## src/dfl_pkg.sv

```systemverilog
// =====================================================================
// Shared constants for the duty-cycled field latch control
// =====================================================================
package dfl_pkg;

  // =====================================================================
  // Clock and timing figures
  // =====================================================================
  localparam logic [31:0] CLK_PERIOD_NS     = 32'h0000_0005; // 200 MHz
  localparam logic [31:0] AWAKE_NS          = 32'h0000_61A8; // 25 us
  localparam logic [31:0] PERIOD_NORM_NS    = 32'h000A_AE60; // 0.7 ms
  localparam logic [31:0] DELAY_EXT_NS      = 32'h0000_61A8; // 25 us
  localparam logic [31:0] PERIOD_SLOW_NS    = 32'h01AB_3F00; // 28 ms
  localparam logic [31:0] TIMEOUT_PERIODS   = 32'h0000_0064; // 100 slow
  localparam logic [31:0] FAST_SLEEP_MULT   = 32'h0000_0008; // x awake

  // Cycle counts derived from the figures above
  localparam logic [31:0] AWAKE_CYC       = AWAKE_NS / CLK_PERIOD_NS;
  localparam logic [31:0] PERIOD_NORM_CYC = PERIOD_NORM_NS / CLK_PERIOD_NS;
  localparam logic [31:0] DELAY_EXT_CYC   = DELAY_EXT_NS / CLK_PERIOD_NS;
  localparam logic [31:0] PERIOD_SLOW_CYC = PERIOD_SLOW_NS / CLK_PERIOD_NS;
  localparam logic [31:0] TIMEOUT_CYC     = TIMEOUT_PERIODS
                                            * PERIOD_SLOW_CYC;

  // =====================================================================
  // Reset values and widths
  // =====================================================================
  localparam logic        OUT_RST   = 1'b1; // Arbitrary; band start is open
  localparam int          SYNC_W    = 4;
  localparam logic [31:0] CNT_ZERO  = 32'h0000_0000;

  // =====================================================================
  // Modes decoded from the gate and rate pins
  // =====================================================================
  typedef enum logic [1:0] {
    MODE_NORMAL    = 2'b00,
    MODE_DUAL      = 2'b01,
    MODE_EXT_SLEEP = 2'b10,
    MODE_EXT_AWAKE = 2'b11
  } dfl_mode_e;

  typedef enum logic {
    ST_SLEEP = 1'b0,
    ST_AWAKE = 1'b1
  } dfl_state_e;

endpackage : dfl_pkg

```

## src/dfl_ctrl.sv

```systemverilog
`timescale 1ns/100ps
// Summary of operation
// RULE_01: A sample above the operate threshold drives the output low.
// RULE_02: A sample below the release threshold drives the output high.
// RULE_03: A sample inside the hysteresis band keeps the last output.
// RULE_04: Power-up output may be wrong until a sample beyond a threshold.
// RULE_05: Output is captured at the end of each awake period.
// RULE_06: While asleep the output holds and field changes are ignored.
// RULE_07: Awake length is the same in both internally timed modes.
// RULE_08: Internally timed sleep lasts longer than the awake period.
// RULE_09: Two mode pins decode into internal, external or dual-rate modes.
// RULE_10: Both pins low: awake, then asleep for rest of normal period.
// RULE_11: Internal mode settles, then samples at the end of awake.
// RULE_12: Both pins high: continuously awake, never sleeping.
// RULE_13: Gate high, rate low: asleep, holding the previous sample.
// RULE_14: Host keeps each external awake interval above the minimum.
// RULE_15: Host should wake the device now and then to refresh output.
// RULE_16: Awake and sleep changes follow a rate pin edge after a delay.
// RULE_17: Gate low, rate high selects dual-rate sampling.
// RULE_18: Dual-rate output change switches to fast sleep of eight awakes.
// RULE_19: Dual-rate with no output change for the timeout goes slow.
// RULE_20: Internal awake period lasts 25 microseconds.
// RULE_21: Host keeps each external awake interval at least 46 us.
// RULE_22: Entering dual-rate starts slow with the timeout counter cleared.
module dfl_ctrl #(
  parameter logic [31:0] AWAKE_CYC       = dfl_pkg::AWAKE_CYC,
  parameter logic [31:0] PERIOD_NORM_CYC = dfl_pkg::PERIOD_NORM_CYC,
  parameter logic [31:0] DELAY_EXT_CYC   = dfl_pkg::DELAY_EXT_CYC,
  parameter logic [31:0] PERIOD_SLOW_CYC = dfl_pkg::PERIOD_SLOW_CYC,
  parameter logic [31:0] TIMEOUT_CYC     = dfl_pkg::TIMEOUT_CYC
) (
  input  wire logic clk_in,
  input  wire logic sys_rst_in,
  input  wire logic gate_pin_in,
  input  wire logic rate_pin_in,
  input  wire logic above_operate_in,
  input  wire logic below_release_in,
  output logic      latched_output_out,
  output logic      awake_out,
  output logic      fast_rate_out
);

  // =====================================================================
  // Input synchronisation
  // =====================================================================
  logic [dfl_pkg::SYNC_W-1:0] sync_bits;
  logic                       gate_s;
  logic                       rate_s;
  logic                       above_s;
  logic                       below_s;

  dfl_sync u_sync (
    .clk_in     (clk_in),
    .sys_rst_in (sys_rst_in),
    .async_in   ({gate_pin_in, rate_pin_in,
                  above_operate_in, below_release_in}),
    .sync_out   (sync_bits)
  );

  assign gate_s  = sync_bits[3];
  assign rate_s  = sync_bits[2];
  assign above_s = sync_bits[1];
  assign below_s = sync_bits[0];

  // Pin pair to mode
  function automatic dfl_pkg::dfl_mode_e decode_mode(input logic gate,
                                                     input logic rate);
    decode_mode = dfl_pkg::dfl_mode_e'({gate, rate}); // RULE_09
  endfunction

  // =====================================================================
  // State
  // =====================================================================
  dfl_pkg::dfl_mode_e  mode_ff;
  dfl_pkg::dfl_mode_e  nxt_mode;
  dfl_pkg::dfl_state_e state_ff;
  dfl_pkg::dfl_state_e nxt_state;
  logic [31:0]         cnt_ff;
  logic [31:0]         nxt_cnt;
  logic [31:0]         dly_ff;
  logic [31:0]         nxt_dly;
  logic [31:0]         to_ff;
  logic [31:0]         nxt_to;
  logic                fast_ff;
  logic                nxt_fast;
  logic                lat_ff;
  logic                nxt_lat;
  logic                sample;
  logic                mode_chg;
  logic                restart;
  logic [31:0]         sleep_len;
  dfl_pkg::dfl_mode_e  mode_now;
  logic                want_awake;

  assign mode_now = decode_mode(gate_s, rate_s);
  assign mode_chg = (mode_now != mode_ff);

  // Gate held high: rate pin edges ask for awake or sleep, not a restart,
  // so both directions keep the transition delay
  assign restart  = mode_chg && !(mode_now[1] && mode_ff[1]);

  // Sleep length of the internally timed modes
  always_comb begin
    case (mode_ff)
      dfl_pkg::MODE_NORMAL:
        sleep_len = PERIOD_NORM_CYC - AWAKE_CYC; // RULE_10
      dfl_pkg::MODE_DUAL:
        sleep_len = fast_ff ? dfl_pkg::FAST_SLEEP_MULT * AWAKE_CYC // RULE_18
                            : PERIOD_SLOW_CYC - AWAKE_CYC;
      default:
        sleep_len = PERIOD_NORM_CYC - AWAKE_CYC;
    endcase
  end

  // Sequencer next state; a mode change restarts asleep and slow unless the gate stays high
  always_comb begin
    nxt_mode   = mode_now;
    nxt_state  = state_ff;
    nxt_cnt    = cnt_ff;
    nxt_dly    = dly_ff;
    sample     = 1'b0;
    want_awake = (mode_ff == dfl_pkg::MODE_EXT_AWAKE);
    if (restart) begin
      nxt_state = dfl_pkg::ST_SLEEP;
      nxt_cnt   = dfl_pkg::CNT_ZERO;
      nxt_dly   = dfl_pkg::CNT_ZERO;
    end else begin
      case (mode_ff)
        dfl_pkg::MODE_NORMAL, dfl_pkg::MODE_DUAL: begin
          if (state_ff == dfl_pkg::ST_AWAKE) begin
            // Settle first, latch on the falling edge of awake
            if (cnt_ff >= AWAKE_CYC - 32'd1) begin // RULE_07 RULE_20
              sample    = 1'b1; // RULE_05 RULE_11
              nxt_state = dfl_pkg::ST_SLEEP;
              nxt_cnt   = dfl_pkg::CNT_ZERO;
            end else begin
              nxt_cnt = cnt_ff + 32'd1;
            end
          end else if (cnt_ff >= sleep_len - 32'd1) begin // RULE_08
            nxt_state = dfl_pkg::ST_AWAKE;
            nxt_cnt   = dfl_pkg::CNT_ZERO;
          end else begin
            nxt_cnt = cnt_ff + 32'd1;
          end
        end
        default: begin
          // External modes; pin level asks, delay counter grants
          if (want_awake != (state_ff == dfl_pkg::ST_AWAKE)) begin
            if (dly_ff >= DELAY_EXT_CYC - 32'd1) begin // RULE_16
              nxt_state = want_awake ? dfl_pkg::ST_AWAKE
                                     : dfl_pkg::ST_SLEEP; // RULE_12 RULE_13
              sample    = !want_awake; // RULE_05
              nxt_dly   = dfl_pkg::CNT_ZERO;
              nxt_cnt   = dfl_pkg::CNT_ZERO;
            end else begin
              nxt_dly = dly_ff + 32'd1;
            end
          end else begin
            nxt_dly = dfl_pkg::CNT_ZERO;
          end
          // Held awake: track the field once settled
          if (state_ff == dfl_pkg::ST_AWAKE && nxt_state == state_ff) begin
            if (cnt_ff >= AWAKE_CYC - 32'd1) begin
              sample = 1'b1; // RULE_12
            end else begin
              nxt_cnt = cnt_ff + 32'd1;
            end
          end
        end
      endcase
    end
  end

  // Latch decision; sleep never samples, so field moves are ignored
  always_comb begin
    nxt_lat = lat_ff; // RULE_03 RULE_06
    if (sample) begin
      if (above_s) begin
        nxt_lat = 1'b0; // RULE_01
      end else if (below_s) begin
        nxt_lat = 1'b1; // RULE_02 RULE_04
      end
    end
  end

  // Dual-rate fast and slow selection
  always_comb begin
    nxt_fast = fast_ff;
    nxt_to   = to_ff;
    if (mode_chg) begin
      nxt_fast = 1'b0; // RULE_22
      nxt_to   = dfl_pkg::CNT_ZERO;
    end else if (mode_ff == dfl_pkg::MODE_DUAL) begin // RULE_17
      if (nxt_lat != lat_ff) begin
        nxt_fast = 1'b1; // RULE_18
        nxt_to   = dfl_pkg::CNT_ZERO;
      end else if (fast_ff) begin
        if (to_ff >= TIMEOUT_CYC - 32'd1) begin
          nxt_fast = 1'b0; // RULE_19
          nxt_to   = dfl_pkg::CNT_ZERO;
        end else begin
          nxt_to = to_ff + 32'd1;
        end
      end
    end
  end

  // Registers; power-up lands in normal mode, asleep and slow
  always_ff @(posedge clk_in) begin
    if (sys_rst_in) begin
      mode_ff  <= dfl_pkg::MODE_NORMAL;
      state_ff <= dfl_pkg::ST_SLEEP;
      cnt_ff   <= dfl_pkg::CNT_ZERO;
      dly_ff   <= dfl_pkg::CNT_ZERO;
      to_ff    <= dfl_pkg::CNT_ZERO;
      fast_ff  <= 1'b0; // RULE_22
      lat_ff   <= dfl_pkg::OUT_RST;
    end else begin
      mode_ff  <= nxt_mode;
      state_ff <= nxt_state;
      cnt_ff   <= nxt_cnt;
      dly_ff   <= nxt_dly;
      to_ff    <= nxt_to;
      fast_ff  <= nxt_fast;
      lat_ff   <= nxt_lat;
    end
  end

  assign latched_output_out = lat_ff;
  assign awake_out          = (state_ff == dfl_pkg::ST_AWAKE);
  assign fast_rate_out      = fast_ff;
endmodule // dfl_ctrl

```

## src/dfl_sync.sv

```systemverilog
`timescale 1ns/100ps
// =====================================================================
// Two-flop synchroniser for asynchronous pin and comparator levels
// =====================================================================
module dfl_sync (
  input  wire logic                      clk_in,
  input  wire logic                      sys_rst_in,
  input  wire logic [dfl_pkg::SYNC_W-1:0] async_in,
  output logic      [dfl_pkg::SYNC_W-1:0] sync_out
);

  logic [dfl_pkg::SYNC_W-1:0] meta_ff;
  logic [dfl_pkg::SYNC_W-1:0] sync_ff;
  logic [dfl_pkg::SYNC_W-1:0] nxt_meta;
  logic [dfl_pkg::SYNC_W-1:0] nxt_sync;

  // First stage feeds only the second stage
  always_comb begin
    nxt_meta = async_in;
    nxt_sync = meta_ff;
  end

  // Registers only
  always_ff @(posedge clk_in) begin
    if (sys_rst_in) begin
      meta_ff <= '0;
      sync_ff <= '0;
    end else begin
      meta_ff <= nxt_meta;
      sync_ff <= nxt_sync;
    end
  end

  assign sync_out = sync_ff;

endmodule // dfl_sync

```

## config.mk

```make
export PLATFORM = sky130hd
export DESIGN_NAME = dfl_ctrl
export DESIGN_NICKNAME = d
export VERILOG_FILES = /design/src/dfl_pkg.sv /design/src/dfl_ctrl.sv /design/src/dfl_sync.sv
export SDC_FILE = /design/constraint.sdc
export NUM_CORES = 1
export LEC_CHECK = 0
export BUFFER_PORTS_ARGS = -buffer_cell sky130_fd_sc_hd__buf_2
export CAP_MARGIN = 20
export CORE_MARGIN = 2
export CORE_UTILIZATION = 45
export CTS_CLUSTER_DIAMETER = 200
export CTS_CLUSTER_SIZE = 30
export DETAILED_ROUTE_END_ITERATION = 10
export GPL_ROUTABILITY_DRIVEN = 1
export MAX_ROUTING_LAYER = met4
export PLACE_DENSITY = 0.65
export SLEW_MARGIN = 20
export SYNTH_ARGS = -nofsm -noshare
export SYNTH_HDL_FRONTEND = slang
export SYNTH_SLANG_ARGS = --single-unit
```

## constraint.sdc

```tcl
create_clock -name clk_in -period 7.8 [get_ports clk_in]
set_input_delay 0 -clock clk_in [delete_from_list [all_inputs] [get_ports clk_in]]
set_output_delay 0 -clock clk_in [all_outputs]
set_load 0.05 [all_outputs]
```

==> results of run 1 <==
## worst max path at each step
stage	end	depth (start not counted)	slack, ps
after CTS	cnt_ff[0]$_SDFF_PP0_	11	4080
after detailed placement	cnt_ff[0]$_SDFF_PP0_	11	4140
after global routing	cnt_ff[0]$_SDFF_PP0_	11	3780
after global placement	to_ff[20]$_SDFFE_PP0P_	7	4330
final	cnt_ff[0]$_SDFF_PP0_	10	4070
after floorplan	cnt_ff[19]$_SDFF_PP0_	11	4870
## synth_stat cells, types with 7 or more instances
| library cell | instances | area share (%) |
|---|---|---|
| a211oi_1 | 9 | 1.2 |
| a21oi_1 | 18 | 1.6 |
| a22o_1 | 11 | 1.7 |
| a22oi_1 | 7 | 0.93 |
| a31oi_1 | 17 | 1.9 |
| and2_1 | 21 | 2.3 |
| and3_1 | 34 | 3.7 |
| clkbuf_1 | 33 | 2.2 |
| dfxtp_1 | 109 | 38 |
| ha_1 | 17 | 3.7 |
| inv_1 | 25 | 1.7 |
| nand2_1 | 46 | 3.0 |
| nand3_1 | 59 | 5.2 |
| nand4_1 | 21 | 2.3 |
| nor2_1 | 40 | 2.6 |
| nor2b_1 | 16 | 1.8 |
| nor3_1 | 21 | 1.9 |
| nor4_1 | 15 | 1.7 |
| o211ai_1 | 10 | 1.3 |
| o21ai_0 | 25 | 2.2 |
| o2bb2ai_1 | 7 | 1.1 |
| o31ai_1 | 9 | 1.2 |
## worst max-delay path, delay by kind of cell, from the launching register on
family	cells	cell delay (ps)
buffers and inverters	1	350
adders and majority gates	1	360
and+or+nand+nor	4	1260
DFF	1	500
AOI/OAI and AO/OA	4	1170
## report_power, final
part	internal (W)	total [W]	switching, W	leakage, nW
combinational	0.0000171	0.0000548	0.0000377	1.37
sequential	0.000559	0.000562	0.00000264	0.880
clock	0.000223	0.000443	0.000220	0.141
total	0.000799	0.00106	0.000260	2.39
## cell families after synthesis
group                      synth area share [%]
muxes                                    0.3527
xor gates and xnor gates                 0.3086
adders and majority gates                 3.747
AOI/OAI and AO/OA                         22.66
and+or+nand+nor                           29.78
DFF                                       38.44
buffers and inverters                     4.717
## registers in the layout (all words and copies together) (netlist names)
| signal | count |
|---|---|
| awake_out | 1 |
| latched_output_out | 1 |
| u_sync.meta_ff | 4 |
| fast_rate_out | 1 |
| cnt_ff | 32 |
| dly_ff | 32 |
| u_sync.sync_out | 4 |
| to_ff | 32 |
| mode_ff | 2 |
## metal layers
metal  routed length (um)  track usage (%)  vias up
met2                 6612            34.61      163
met4                  189            6.508        0
li1                     -                -     2570
met3                  733            4.774       20
met1                 6704            30.04     2526
met5                    0                -        -
## layout make-up
class	instances	area, um2	share of cell area [%]
timing repair buffer	24	182.7	2.937
clock buffer	10	229.0	3.681
multi-input combinational	506	3258	52.38
tap	172	215.2	3.460
inverter	25	93.84	1.509
sequential	109	2182	35.08
clock inverter	6	58.81	0.9455
## through the flow
stage | power [W] | hold slack, ps | instances
after floorplan | 0.0006107 | 128.2 | 680
after global placement | 0.0006243 | 209.1 | 827
after detailed placement | 0.0006258 | 211.6 | 827
after CTS | 0.001068 | 438.1 | 852
after global routing | 0.001093 | 461.5 | 852
final | 0.001059 | 437.8 | 852
==> results.md, run 1 <==
* Post-CTS setup-driven buffer insertion count at 0
* Ys Warns at 0
* Slew @ Worst Pin at 891.2 ps
* DP HPWL at 9679 um
* R2R Setup Slk at 4070 ps
* Most frequent cells in the layout: dfxtp_1, nand3_1, nand2_1
* Synthesized cell area at 5677 um2
* Final Skew at 10.07 ps
* Hold Startpoint: u_sync.meta_ff[0]$_SDFF_PP0_
* CTS tree: done
* Fin crit share at 47.83%
* Clock Sinks at 109
* Critical Path End Type: flip-flop
* Die ar. at 13530 um2
* # IOs at 9
* Share of cells above drive strength 1 at 6.618%
* Die width at 116.3 um
* Status: finished clean
* Place WS at 4145 ps
* Max-slew violations at 0
* H-tree depth at 3
* Final #Nets at 698
* Critical Path RT at 8070 ps
* Hold endpoint: u_sync.sync_out[0]$_SDFF_PP0_
* Largest stage delay on the critical path at 700 ps
* Routed length per instance at 16.71 um
* Cells after Synth at 680
* Post-route setup slack at 4069 ps
* Via/cell ratio at 6.196
* Crit-path slowest cell: o32ai_2
* Register area share after synthesis at 38.44%
* Die Ht at 116.3 um
* HP Class: flip-flop to flip-flop
* TritonRoute pass-1 iters at 7
* Capturing point of the worst reg2reg path: cnt_ff[0]$_SDFF_PP0_
* Post-route design area at 6220 um2
* Crit path launch type: flip-flop
* RD Place Congestion at 0.9446
* Seq cells post-synth at 109
* Number of global-route vias before repair at 4875
* TritonCTS Buffers at 9
* Global-route wire length before repair at 23860 um
* Post-CTS Hold Buffers at 9
* Pin count of the biggest net entering global routing at 34
* Most frequent CP cell: a21oi_1
* Area post-placement at 5836 um2
* Number of max-cap violations at 0
* Max_slew headroom at 39.84%
* Post-synth ARST share at 0%
* Post-synth EDFFs at 0
* Worst-path clk slew at 70 ps
* PwrDens at 170.3 nW/um2
* Area grow syn2layout at 9.566%
* DRC violations left at 0
* Buffers on Ports at 8
* Clk buf depth at 2
* Commonest non-fill, non-tap cell in the layout: dfxtp_1
* Initial Utilization at 45.54%
* Clock latency on the worst-skew pair at 360 ps
* Final Hold Fails at 0
* Root buf cell: clkbuf_16
* R2R cell count at 10
* Hold-critical path depth at 1
* Top FF cell, synth: dfxtp_1
* Vias at 5279
* Reg-to-Reg Start: mode_ff[1]$_SDFF_PP0_
* Fill cells at 1210
* Setup TNS Final at 0 ps
* GR Util All Layers at 22.54%
* Tmin final at 3731 ps
* Grt total ovfl at 0
* Setup Crit Path Kind: flip-flop to flip-flop
* Core Util, Final at 49.89%
* Initial DRC count at 499
* Leak Pwr at 2.391 nW
* # rows at 41
* Peak supply drop at 130.2 uV
* Unrepaired setup endpoints after global routing: false
* Mean post-synth cell area at 8.348 um2
* Worst-path cell chain: nor2_1 -> nand2b_1 -> ha_1 -> a211oi_1 -> a21oi_1 -> or3_1 -> o32ai_2 -> buf_4 -> a21oi_1 -> nor3_1
* Antenna violations before repair at 0
* CP max FO at 19
* Fmax achieved at 268.0 MHz
* CP arrival at 4000 ps
* CTS resizes at 0
* Crit path from: mode_ff[1]$_SDFF_PP0_
* Post-route ant nets at 0
* Synth unique cells at 68
* Final setup violation count at 0
* Syn Nets at 703
* Total core area at 12470 um2
* Drt total wl at 14240 um
* Ant diodes at 0
No activity file was read; power rests on OpenSTA's default activity.
==> run 2: changes to the inputs <==
PLACE_DENSITY = 0.68   (was 0.65)
clock period = 3.2 ns   (was 7.8 ns; I/O delays follow)
==> results.md, run 2 (synthesis results as in run 1) <==
* Status: finished clean
* Worst-path cell chain: ha_1 -> a211o_1 -> o311a_1 -> or4_4 -> a211o_1 -> or3_1 -> o31ai_2
* Critical Path RT at 3480 ps (-4590 ps)
* Place WS at 122.7 ps (-4022 ps)
* Vias at 5299 (+0.38%)
* Psw at 0.0006164 W (+140%)
* Cells after DPL at 842 (+1.8%)
* Die width at 116.3 um (unchanged)
* Initial DRC count at 607 (+22%)
* Unrepaired setup endpoints after global routing: false
* Number of global-route vias before repair at 4754 (-2.5%)
* Fin crit share at 92.19% (+44 points)
* Die Ht at 116.3 um (unchanged)
* Clk buf depth at 2 (unchanged)
* PwrDens at 417.4 nW/um2 (+150%)
* CTS tree: done
* Register area at 2182 um2 (unchanged)
* Area post-placement at 5953 um2 (+2.0%)
* DRC violations left at 0 (unchanged)
* Final #Nets at 712 (+2.0%)
* CP arrival at 3230 ps (-770 ps)
* # IOs at 9 (unchanged)
* R2R cell count at 7 (-3)
* Combinational share of power at 5.3% (about the same)
* Drt total wl at 13950 um (-2.0%)
* Cell internal pwr at 0.002044 W (+160%)
* Final non-filler cell total at 865 (+1.5%)
* Post-route setup slack at 249.8 ps (-3819 ps)
* Clock Sinks at 109 (unchanged)
* Setup TNS Final at 0 ps (unchanged)
* Max-slew violations at 0 (unchanged)
* CP max FO at 9 (-10)
* # rows at 41 (unchanged)
* HP Class: primary input to flip-flop
* Leak Pwr at 2.481 nW (+3.8%)
* Crit-path slowest cell: or3_1
* RD Place Congestion at 0.9087 (-3.8%)
* Routed length per instance at 16.13 um (-3.5%)
* DP HPWL at 9549 um (-1.3%)
* Share of power burned in the clock network at 43.2% (+1.4 points)
* Slew @ Worst Pin at 970.4 ps (+79.27 ps)
* Grt total ovfl at 0 (unchanged)
* Critical Path Stages at 7 (-3)
* Buffers on Ports at 8 (unchanged)
* Final Hold Fails at 0 (unchanged)
* Most frequent CP cell: a211o_1
* Number of max-cap violations at 0 (unchanged)
* Tmin final at 2950 ps (-780.7 ps)
* Final Skew at 13.25 ps (+3.182 ps)
* TritonCTS Buffers at 9 (unchanged)
* Fill cells at 1167 (-3.6%)
* Crit path launch type: flip-flop
* Top Registers: cnt_ff (32), dly_ff (32), to_ff (32)
* Pin count of the biggest net entering global routing at 29 (-15%)
* Worst-path clk slew at 70 ps (about the same)
* Total core area at 12470 um2 (unchanged)
* Via/cell ratio at 6.126 (-1.1%)
* Post-route design area at 6375 um2 (+2.5%)
* Setup Crit Path Kind: flip-flop to flip-flop
* Overall Power at 0.002661 W (+150%)
* Area grow syn2layout at 12.30%
* Critical Path End Type: flip-flop
* H-tree depth at 3 (unchanged)
* Max_slew headroom at 34.48% (-5.4 points)
* Ant diodes at 0 (unchanged)
* Kind of cell adding the most delay to the critical path: compound AO/OA/AOI/OAI gates
* Clock latency on the worst-skew pair at 360 ps (about the same)
* Hold-critical path depth at 3 (+2)
* TritonRoute pass-1 iters at 5 (-2)
* Fmax achieved at 339.0 MHz (+26%)
* Final setup violation count at 0 (unchanged)
* Die ar. at 13530 um2 (unchanged)
* Net Sw Frac at 23.17% (-1.4 points)
* Post-route ant nets at 0 (unchanged)
* Initial Utilization at 45.54% (unchanged)
* Peak supply drop at 313.0 uV (+140%)
* Most frequent cells in the layout: dfxtp_1, nand3_1, nand2_1
* GR Util All Layers at 22.00% (-0.54 points)
* Post-CTS setup-driven buffer insertion count at 0 (unchanged)
* Sequential share of power at 51.4% (-1.6 points)
* Commonest non-fill, non-tap cell in the layout: dfxtp_1
* Area of the multi-input gates at 3266 um2 (+0.23%)
* Root buf cell: clkbuf_16
* Global-route wire length before repair at 23290 um (-2.4%)
* Buf+Inv Stages, Crit Path at 0 (-1)
* Largest stage delay on the critical path at 540 ps (-160 ps)
* Share of cells above drive strength 1 at 9.091% (+2.5 points)
* Antenna violations before repair at 0 (unchanged)
-- run 2: what timing repair did --
item                                   4_1_cts  5_1_grt
hold buffers                                 7        0
resized for setup                            0        3
endpoints found under the hold margin        9        0
setup endpoints to repair                    0       11
-- run 2: worst min-delay path, cell delays in order --
cell	delay, ps
dlygate4sd3_1	520
buf_2	90
nor2b_1	110
-- run 2: final timing paths --
check | start | endpoint | slack (ps)
worst min register to register | u_sync.meta_ff[1]$_SDFF_PP0_ | u_sync.sync_out[1]$_SDFF_PP0_ | 440
worst min-delay path | below_release_in | u_sync.meta_ff[0]$_SDFF_PP0_ | 410
worst max register to register | cnt_ff[0]$_SDFF_PP0_ | to_ff[22]$_SDFFE_PP0P_ | 250
worst max-delay path | cnt_ff[0]$_SDFF_PP0_ | to_ff[22]$_SDFFE_PP0P_ | 250
-- run 2: area by class of cell --
| class | count | area share [%] |
|---|---|---|
| Sequential cell | 109 | 34.23 |
| Tap cell | 172 | 3.376 |
| Multi-Input combinational cell | 506 | 51.23 |
| Timing Repair Buffer | 38 | 4.907 |
| Clock buffer | 10 | 3.749 |
| Inverter | 25 | 1.472 |
| Clock inverter | 5 | 1.040 |
-- run 2: per-stage QoR --
| stage | utilization [%] | hold WS [ps] |
|---|---|---|
| after global placement | 47.76 | 206.2 |
| after global routing | 51.14 | 438.8 |
| after floorplan | - | 128.2 |
| after detailed placement | 47.76 | 213.2 |
| after CTS | 50.77 | 400.9 |
| final | 51.14 | 414.7 |
-- run 2: routing by layer --
layer  global-route usage [%]  vias to the layer above  routed length [um]
li1                         -                     2619                   -
met1                    30.53                     2500                6756
met2                    31.59                      159                6151
met3                    3.892                       21                 779
met4                    8.968                        0                 264
met5                        -                        -                   0
-- run 2: power by group through the flow --
stage | clock network (W) | logic [W] | registers, W
after CTS | 0.00118 | 0.000136 | 0.00137
after global placement | 0 | 0.000127 | 0.00140
after global routing | 0.00123 | 0.000154 | 0.00137
after detailed placement | 0 | 0.000130 | 0.00140
after floorplan | 0 | 0.0000890 | 0.00140
final | 0.00115 | 0.000142 | 0.00137
